## src/include/pcs_pkg.sv

```systemverilog
// Package of constants and carrier types for the process PI and display scaling block
package pcs_pkg;
  // ----------------------------------------------------------------
  // Register offsets
  // ----------------------------------------------------------------
  localparam logic [7:0] PCS_KP_OFF = 8'h00;
  localparam logic [7:0] PCS_TI_OFF = 8'h04;
  localparam logic [7:0] PCS_MODE_OFF = 8'h08;
  localparam logic [7:0] PCS_SPSRC_OFF = 8'h0C;
  localparam logic [7:0] PCS_SPDIG_OFF = 8'h10;
  localparam logic [7:0] PCS_FBSRC_OFF = 8'h14;
  localparam logic [7:0] PCS_DFACT_OFF = 8'h18;
  localparam logic [7:0] PCS_DSRC_OFF = 8'h1C;
  localparam logic [7:0] PCS_UNITS_OFF = 8'h20;
  localparam logic [7:0] PCS_OUT_OFF = 8'h24;
  localparam logic [7:0] PCS_FB_OFF = 8'h28;
  localparam logic [7:0] PCS_DISP_OFF = 8'h2C;
  // ----------------------------------------------------------------
  // Ranges and reset values (gain, time in tenths; percent in 0.1 %)
  // ----------------------------------------------------------------
  localparam logic [31:0] PCS_KP_MAX = 32'h0000_012C;
  localparam logic [8:0] PCS_KP_RST = 9'h00A;
  localparam logic [31:0] PCS_TI_MAX = 32'h0000_012C;
  localparam logic [8:0] PCS_TI_RST = 9'h00A;
  localparam logic [31:0] PCS_MODE_MAX = 32'h0000_0003;
  localparam logic [31:0] PCS_SPSRC_MAX = 32'h0000_0002;
  localparam logic [31:0] PCS_PCT_MAX = 32'h0000_03E8;
  localparam logic [9:0] PCS_PCT_FULL = 10'h3E8;
  localparam logic [9:0] PCS_SPDIG_RST = 10'h000;
  localparam logic [31:0] PCS_FBSRC_MAX = 32'h0000_0005;
  localparam logic [31:0] PCS_DFACT_MAX = 32'h0000_3E80;
  localparam logic [13:0] PCS_DFACT_RST = 14'h0000;
  localparam logic [31:0] PCS_DSRC_MAX = 32'h0000_0003;
  localparam int PCS_FACT_DIV = 1000;
  localparam int PCS_ACC_SHIFT = 10;
  localparam int PCS_TI_DIV = 1000;
  // ----------------------------------------------------------------
  // Timing: controller update period
  // ----------------------------------------------------------------
  localparam int PCS_CLK_KHZ = 40000;
  localparam int PCS_TICK_US = 1000;
  localparam int PCS_TICK_CYC = (PCS_TICK_US * PCS_CLK_KHZ) / 1000;
  // ----------------------------------------------------------------
  // Carrier types
  // ----------------------------------------------------------------
  typedef struct packed {
    logic [8:0] kp;
    logic [8:0] ti;
    logic [1:0] mode;
    logic [1:0] sp_src;
    logic [9:0] sp_dig;
    logic [2:0] fb_src;
  } pcs_pi_cfg_t;
  typedef struct packed {
    logic [13:0] factor;
    logic [1:0] src;
    logic speed_units;
  } pcs_dsp_cfg_t;
  typedef struct packed {
    logic [9:0] ain1;
    logic [9:0] ain2;
    logic [9:0] cur_pct;
    logic [15:0] cur_amps;
    logic [15:0] dc_volts;
    logic [15:0] out_freq;
    logic [15:0] motor_rpm;
    logic [15:0] fieldbus_process_word_two;
  } pcs_meas_t;
endpackage

```

## src/design/pcs_top.sv

```systemverilog
// Process PI controller with source selection and display scaling
`timescale 1ns/1ps
module pcs_top import pcs_pkg::*; #(
  parameter int TICK_CYC = PCS_TICK_CYC
) (
  // Clock and reset
  input wire logic clk,
  input wire logic rst_n,
  // Register port
  input wire logic [7:0] addr,
  input wire logic [31:0] wdata,
  input wire logic wr,
  input wire logic rd,
  output logic [31:0] rdata,
  // Measurements and standby restart
  input wire pcs_meas_t meas,
  input wire logic standby_wake,
  // Results
  output logic [9:0] freq_ref,
  output logic [23:0] display_value
);
  // ----------------------------------------------------------------
  // Settings
  // ----------------------------------------------------------------
  pcs_pi_cfg_t cfg_r, cfg_nxt;
  pcs_dsp_cfg_t dsp_r, dsp_nxt;
  logic [31:0] rdata_r, rdata_nxt;

  always_comb begin
    cfg_nxt = cfg_r;
    dsp_nxt = dsp_r;
    if (wr) begin
      // Writes beyond a setting's range leave it untouched
      case (addr)
        PCS_KP_OFF: if (wdata <= PCS_KP_MAX) cfg_nxt.kp = wdata[8:0];
        PCS_TI_OFF: if (wdata <= PCS_TI_MAX) cfg_nxt.ti = wdata[8:0];
        PCS_MODE_OFF: if (wdata <= PCS_MODE_MAX) cfg_nxt.mode = wdata[1:0];
        PCS_SPSRC_OFF: if (wdata <= PCS_SPSRC_MAX) cfg_nxt.sp_src = wdata[1:0];
        PCS_SPDIG_OFF: if (wdata <= PCS_PCT_MAX) cfg_nxt.sp_dig = wdata[9:0];
        PCS_FBSRC_OFF: if (wdata <= PCS_FBSRC_MAX) cfg_nxt.fb_src = wdata[2:0];
        PCS_DFACT_OFF: if (wdata <= PCS_DFACT_MAX) dsp_nxt.factor = wdata[13:0];
        PCS_DSRC_OFF: if (wdata <= PCS_DSRC_MAX) dsp_nxt.src = wdata[1:0];
        PCS_UNITS_OFF: dsp_nxt.speed_units = (wdata != 32'h0000_0000);
        default: ;
      endcase
    end
  end

  // ----------------------------------------------------------------
  // Setpoint and feedback selection
  // ----------------------------------------------------------------
  logic [9:0] sp_sel, fb_sel, fb_bus;
  logic [15:0] dc_pct;

  always_comb begin
    sp_sel = cfg_r.sp_dig;
    case (cfg_r.sp_src)
      2'd0: sp_sel = cfg_r.sp_dig;
      2'd1: sp_sel = meas.ain1;
      2'd2: begin
        if (meas.fieldbus_process_word_two > 16'(PCS_PCT_MAX)) begin
          sp_sel = PCS_PCT_FULL;
        end else begin
          sp_sel = meas.fieldbus_process_word_two[9:0];
        end
      end
      default: sp_sel = cfg_r.sp_dig;
    endcase
  end

  // One volt per 0.1 %: 1000 V is full scale
  always_comb begin
    dc_pct = meas.dc_volts;
    if (dc_pct > 16'(PCS_PCT_MAX)) begin
      fb_bus = PCS_PCT_FULL;
    end else begin
      fb_bus = dc_pct[9:0];
    end
  end

  always_comb begin
    fb_sel = meas.ain2;
    case (cfg_r.fb_src)
      3'd0: fb_sel = meas.ain2;
      3'd1: fb_sel = meas.ain1;
      3'd2: fb_sel = meas.cur_pct;
      3'd3: fb_sel = fb_bus;
      3'd4: fb_sel = (meas.ain1 > meas.ain2) ? meas.ain1 - meas.ain2 : 10'h000;
      3'd5: fb_sel = (meas.ain1 > meas.ain2) ? meas.ain1 : meas.ain2;
      default: fb_sel = meas.ain2;
    endcase
  end

  // ----------------------------------------------------------------
  // PI controller
  // ----------------------------------------------------------------
  logic [31:0] tick_cnt_r, tick_cnt_nxt;
  logic signed [31:0] acc_r, acc_nxt;
  logic [9:0] out_r, out_nxt;
  logic tick;
  logic signed [11:0] err;
  logic signed [31:0] pterm, incr, sum, acc_try;
  localparam logic signed [31:0] ACC_FULL = 32'(PCS_PCT_MAX) <<< PCS_ACC_SHIFT;
  // Signed, so a negative sum never compares as a huge unsigned value
  localparam logic signed [31:0] OUT_FULL = 32'(PCS_PCT_MAX);

  assign tick = (tick_cnt_r == 32'(TICK_CYC - 1));

  always_comb begin
    tick_cnt_nxt = tick ? 32'h0000_0000 : tick_cnt_r + 32'h0000_0001;
    // Direct acts on setpoint minus feedback, inverse on the reverse
    if (cfg_r.mode[0]) begin
      err = $signed({2'b00, fb_sel}) - $signed({2'b00, sp_sel});
    end else begin
      err = $signed({2'b00, sp_sel}) - $signed({2'b00, fb_sel});
    end
    pterm = ($signed({23'h0, cfg_r.kp}) * 32'(err)) / 10;
    // Integral time of zero disables the integral path
    if (cfg_r.ti == 9'h000) begin
      incr = 32'sh0000_0000;
    end else begin
      incr = ($signed({23'h0, cfg_r.kp}) * 32'(err) * 1024)
             / ($signed({23'h0, cfg_r.ti}) * PCS_TI_DIV);
    end
    sum = pterm + (acc_r >>> PCS_ACC_SHIFT);
    acc_try = acc_r + incr;
    acc_nxt = acc_r;
    out_nxt = out_r;
    if (standby_wake && cfg_r.mode[1]) begin
      // Restart from standby lands at full output
      acc_nxt = ACC_FULL;
      out_nxt = PCS_PCT_FULL;
    end else if (tick) begin
      // Hold the integral while it would push further into a saturated limit
      if (!((sum >= OUT_FULL && incr > 0) || (sum <= 0 && incr < 0))) begin
        if (acc_try > ACC_FULL) begin
          acc_nxt = ACC_FULL;
        end else if (acc_try < 0) begin
          acc_nxt = 32'sh0000_0000;
        end else begin
          acc_nxt = acc_try;
        end
      end
      if (sum >= OUT_FULL) begin
        out_nxt = PCS_PCT_FULL;
      end else if (sum <= 0) begin
        out_nxt = 10'h000;
      end else begin
        out_nxt = sum[9:0];
      end
    end
  end

  // ----------------------------------------------------------------
  // Display scaling
  // ----------------------------------------------------------------
  logic [15:0] dsp_src_val;
  logic [29:0] dsp_prod;
  logic [23:0] disp_r, disp_nxt;

  always_comb begin
    dsp_src_val = meas.out_freq;
    case (dsp_r.src)
      2'd0: dsp_src_val = dsp_r.speed_units ? meas.motor_rpm : meas.out_freq;
      2'd1: dsp_src_val = meas.cur_amps;
      2'd2: dsp_src_val = {6'h00, meas.ain2};
      2'd3: dsp_src_val = {6'h00, fb_sel};
      default: dsp_src_val = meas.out_freq;
    endcase
    dsp_prod = 30'(dsp_src_val) * 30'(dsp_r.factor);
    disp_nxt = 24'(dsp_prod / 30'(PCS_FACT_DIV));
  end

  // ----------------------------------------------------------------
  // Read port: data in the cycle after the strobe, unmapped reads zero
  // ----------------------------------------------------------------
  always_comb begin
    rdata_nxt = 32'h0000_0000;
    if (rd) begin
      case (addr)
        PCS_KP_OFF: rdata_nxt = {23'h0, cfg_r.kp};
        PCS_TI_OFF: rdata_nxt = {23'h0, cfg_r.ti};
        PCS_MODE_OFF: rdata_nxt = {30'h0, cfg_r.mode};
        PCS_SPSRC_OFF: rdata_nxt = {30'h0, cfg_r.sp_src};
        PCS_SPDIG_OFF: rdata_nxt = {22'h0, cfg_r.sp_dig};
        PCS_FBSRC_OFF: rdata_nxt = {29'h0, cfg_r.fb_src};
        PCS_DFACT_OFF: rdata_nxt = {18'h0, dsp_r.factor};
        PCS_DSRC_OFF: rdata_nxt = {30'h0, dsp_r.src};
        PCS_UNITS_OFF: rdata_nxt = {31'h0, dsp_r.speed_units};
        PCS_OUT_OFF: rdata_nxt = {22'h0, out_r};
        PCS_FB_OFF: rdata_nxt = {22'h0, fb_sel};
        PCS_DISP_OFF: rdata_nxt = {8'h00, disp_r};
        default: rdata_nxt = 32'h0000_0000;
      endcase
    end
  end

  always_ff @(posedge clk) begin
    if (!rst_n) begin
      cfg_r <= '{kp: PCS_KP_RST, ti: PCS_TI_RST, mode: 2'd0, sp_src: 2'd0,
                 sp_dig: PCS_SPDIG_RST, fb_src: 3'd0};
      dsp_r <= '{factor: PCS_DFACT_RST, src: 2'd0, speed_units: 1'b0};
      tick_cnt_r <= 32'h0000_0000;
      acc_r <= 32'sh0000_0000;
      out_r <= 10'h000;
      disp_r <= 24'h00_0000;
      rdata_r <= 32'h0000_0000;
    end else begin
      cfg_r <= cfg_nxt;
      dsp_r <= dsp_nxt;
      tick_cnt_r <= tick_cnt_nxt;
      acc_r <= acc_nxt;
      out_r <= out_nxt;
      disp_r <= disp_nxt;
      rdata_r <= rdata_nxt;
    end
  end

  assign rdata = rdata_r;
  assign freq_ref = out_r;
  assign display_value = disp_r;
endmodule

```

## config.mk

```make
export PLATFORM = sky130hd
export DESIGN_NAME = pcs_top
export DESIGN_NICKNAME = d
export VERILOG_FILES = /design/src/include/pcs_pkg.sv /design/src/design/pcs_top.sv
export SDC_FILE = /design/constraint.sdc
export NUM_CORES = 2
export LEC_CHECK = 0
export BUFFER_PORTS_ARGS = -buffer_cell sky130_fd_sc_hd__buf_4
export CAP_MARGIN = 20
export CORE_ASPECT_RATIO = 0.5
export CORE_MARGIN = 4
export CORE_UTILIZATION = 25
export DETAILED_ROUTE_END_ITERATION = 6
export GPL_TIMING_DRIVEN = 0
export PLACE_DENSITY_LB_ADDON = 0.12
export SYNTH_ARGS = -nofsm -noshare
export SYNTH_HDL_FRONTEND = slang
export SYNTH_SLANG_ARGS = --single-unit
```

## constraint.sdc

```tcl
create_clock -name clk -period 279.7 [get_ports clk]
set_input_delay 27.97 -clock clk [delete_from_list [all_inputs] [get_ports clk]]
set_output_delay 27.97 -clock clk [all_outputs]
set_load 0.02 [all_outputs]
```

==> flow_metrics.py <==
metrics = {
    "placed_design": {
        "dp_cells": 10219,
        "gp_congestion": 0.889,
        "hpwl_mm": 176,
        "port_buffers": 201,
    },
    "worst_setup_path": {
        "cp_top_family": "compound AO/OA/AOI/OAI gates",
        "crit_required_ns": 280.08,
        "crit_type": "primary input to register",
        "crit_path_max_incr_delay_ns": 0.90,
        "crit_top_cell": "o21a_1",
        "cp.buffers_inverters": 68,
        "cp-end-kind": "register",
        "cp-start-kind": "primary input",
        "crit_fanout": 10,
        "slowest_stage": "xnor2_1",
        "cp.arrival_ns": 165.38,
    },
    "synthesis": {
        "netlist_top_cells_area": "ha_1, fa_1, dfxtp_1, nand2_1, nor2_1",
        "synthArstFlopShare_pct": 0,
        "synth_edf_count": 0,
        "avgSynthCellArea_um2": 7.37,
        "ys_types": 142,
        "synthFlopType": "dfxtp_1",
        "synth_seq_cells": 167,
        "synth_top_area_cell": "ha_1",
        "netlist_instances": 7157,
        "synth.yosys.seq_area_share_pct": 6.34,
        "synth_top_area_share_pct": 14.5,
        "synth.cell_area_um2": 52800,
        "yosys_warnings": 0,
    },
    "clock_tree": {
        "root_buffer": "clkbuf_16",
        "htree_levels": 4,
        "postCtsHoldBufs": 0,
        "cts_tree": "yes",
        "numClockSinks": 167,
        "clk_pin_slew_ns": 0.07,
        "cts.path.max_buffers": 2,
        "cts_resized": 0,
        "post_cts_buffers": 0,
        "cts_buffers": 17,
        "clock_latency_ns": 0.45,
    },
    "routing": {
        "routed_wl_mm": 210,
        "drt_first_pass_iters": 5,
        "vias": 53166,
        "avgViaCountPerCell": 5.18,
        "remaining_drc_errors": 0,
        "wire_per_inst_um": 20.5,
        "ant_nets": 0,
        "first_iter_violations": 3465,
    },
    "finish": {
        "regArea_um2": 3340,
        "layout_commonest_cell": "nand2_1",
        "syn_to_final_growth_pct": 11.8,
        "fillers": 23014,
        "fin_cells": 10261,
        "final_util_pct": 28.3,
        "multi_input_area_um2": 46200,
        "mostFrequentLayoutCells": "nand2_1, nor2_1, ha_1",
        "final_layout_size_suffix_gt1_share_pct": 8.14,
        "layout.nets": 8478,
    },
    "timing": {
        "worst_slew_pin_slew_ns": 1.17,
        "fin_tns_setup_ns": 0,
        "finClkSkew_ns": 0.0139,
        "slew_headroom_pct": 21.4,
        "finalCriticalPeriod_ns": 165.00,
        "rsz0062_at_grt": "false",
        "final_hold_viol_count": 0,
        "whs_ns": 0.471,
        "timing.fmax_mhz": 6.06,
        "timing.final.crit_share_pct": 59.0,
        "slew_viol_final": 0,
        "setup_violations": 0,
    },
    "global_routing": {
        "grt_use_total_pct": 18.5,
        "grt_pass1_wl_mm": 321,
        "grt_max_degree": 24,
        "antenna_found_initial": 11,
        "grt-ovfl-total": 0,
        "grt_pass1_vias": 51771,
    },
    "hold_path": {
        "hp-class": "register to register",
    },
    "die": {
        "rows": 118,
        "start_util_pct": 25.3,
        "die-area_um2": 219000,
        "io_pins": 221,
        "die_w_um": 658,
        "die_y_um": 333,
        "fp.coreArea_um2": 208000,
    },
    "status": {
        "status": "complete, no violations",
    },
    "flow_run": {
        "maxCapViolCount": 0,
    },
}
per-layer routing:
layer	wire, um	GRT usage [%]
met5	0	0
met4	4710	4.16
met3	5280	0.810
met2	101000	32.2
met1	99300	25.2
Yosys cell counts (27+ instances only):
master and count:
a211oi_1 42, a21o_1 153, a21oi_1 418, a221oi_1 34
a22oi_1 37, a31oi_1 79, and2_1 197, and3_1 74
buf_1 27, buf_2 28, clkbuf_1 194, dfxtp_1 167
fa_1 287, ha_1 612, inv_1 564, mux2_2 91
mux2i_1 100, nand2_1 699, nand2b_1 91, nand3_1 181
nand4_1 64, nor2_1 648, nor2b_1 74, nor3_1 267
nor4_1 59, o211ai_1 62, o21a_1 209, o21ai_0 377
o21ai_1 31, o21bai_1 56, o31a_1 27, o31ai_1 121
or2_2 37, or3_1 62, xnor2_1 263, xor2_1 112
metrics by stage:
step	setup WS, ns	instance area [um2]
4_1_cts	114.44	58900
6_report	114.70	59000
2_1_floorplan	143.95	52800
3_3_place_gp	112.94	57800
5_1_grt	102.07	59000
3_5_place_dp	114.45	58300
cell type report:
type | instances | area share (%)
sequential | 167 | 5.67
tap | 2820 | 5.98
inverter | 569 | 3.62
clock buffer | 20 | 0.791
timing repair buffer | 235 | 3.37
antenna | 4 | 0.0170
clock inverter | 12 | 0.195
buffer | 275 | 2.01
multi-input combinational | 6159 | 78.3
flip-flops by register name, summed over array words and instances, names as in the netlist:
name and count:
dsp_r 17, rdata 21, acc_r 31, tick_cnt_r 32, cfg_r 35, display_value 21, freq_ref 10
cells by family (layout without fill, tap and decap cells):
kind of cell    count (synthesis)  in the layout  synth area share, %
compound gates               2042           2042                 26.7
xor+xnor                      381            381                 6.44
fa+ha+maj                     907            907                 25.6
buf+inv                       844           1111                 6.29
flops                         167            167                 6.34
mux                           206            206                 4.44
other cells                     1             18              0.00711
simple gates                 2609           2609                 24.2
worst paths after layout:
kind | start | to | slack [ns] | cells past startpoint
setup / recovery | meas[100] | acc_r[7] | 114.70 | 607
hold / removal | tick_cnt_r[0] | tick_cnt_r[0] | 0.47 | 1
setup reg to reg | cfg_r[1] | acc_r[7] | 143.23 | 597
hold reg to reg | tick_cnt_r[0] | tick_cnt_r[0] | 0.47 | 1
worst reg2reg max path: cells and delay by family, from the launching register on:
family	cells	cell delay [ns]
multiplexers	6	1.69
adder cells (fa/ha/maj)	38	13.43
flip-flops	1	0.33
buffers and inverters	65	19.99
XOR/XNOR	3	1.65
AO/OA/AOI/OAI	347	72.46
AND/OR/NAND/NOR	138	26.87
Power is not shown: default switching activity piles up to over one toggle a cycle in this logic, so the estimate is an artifact.
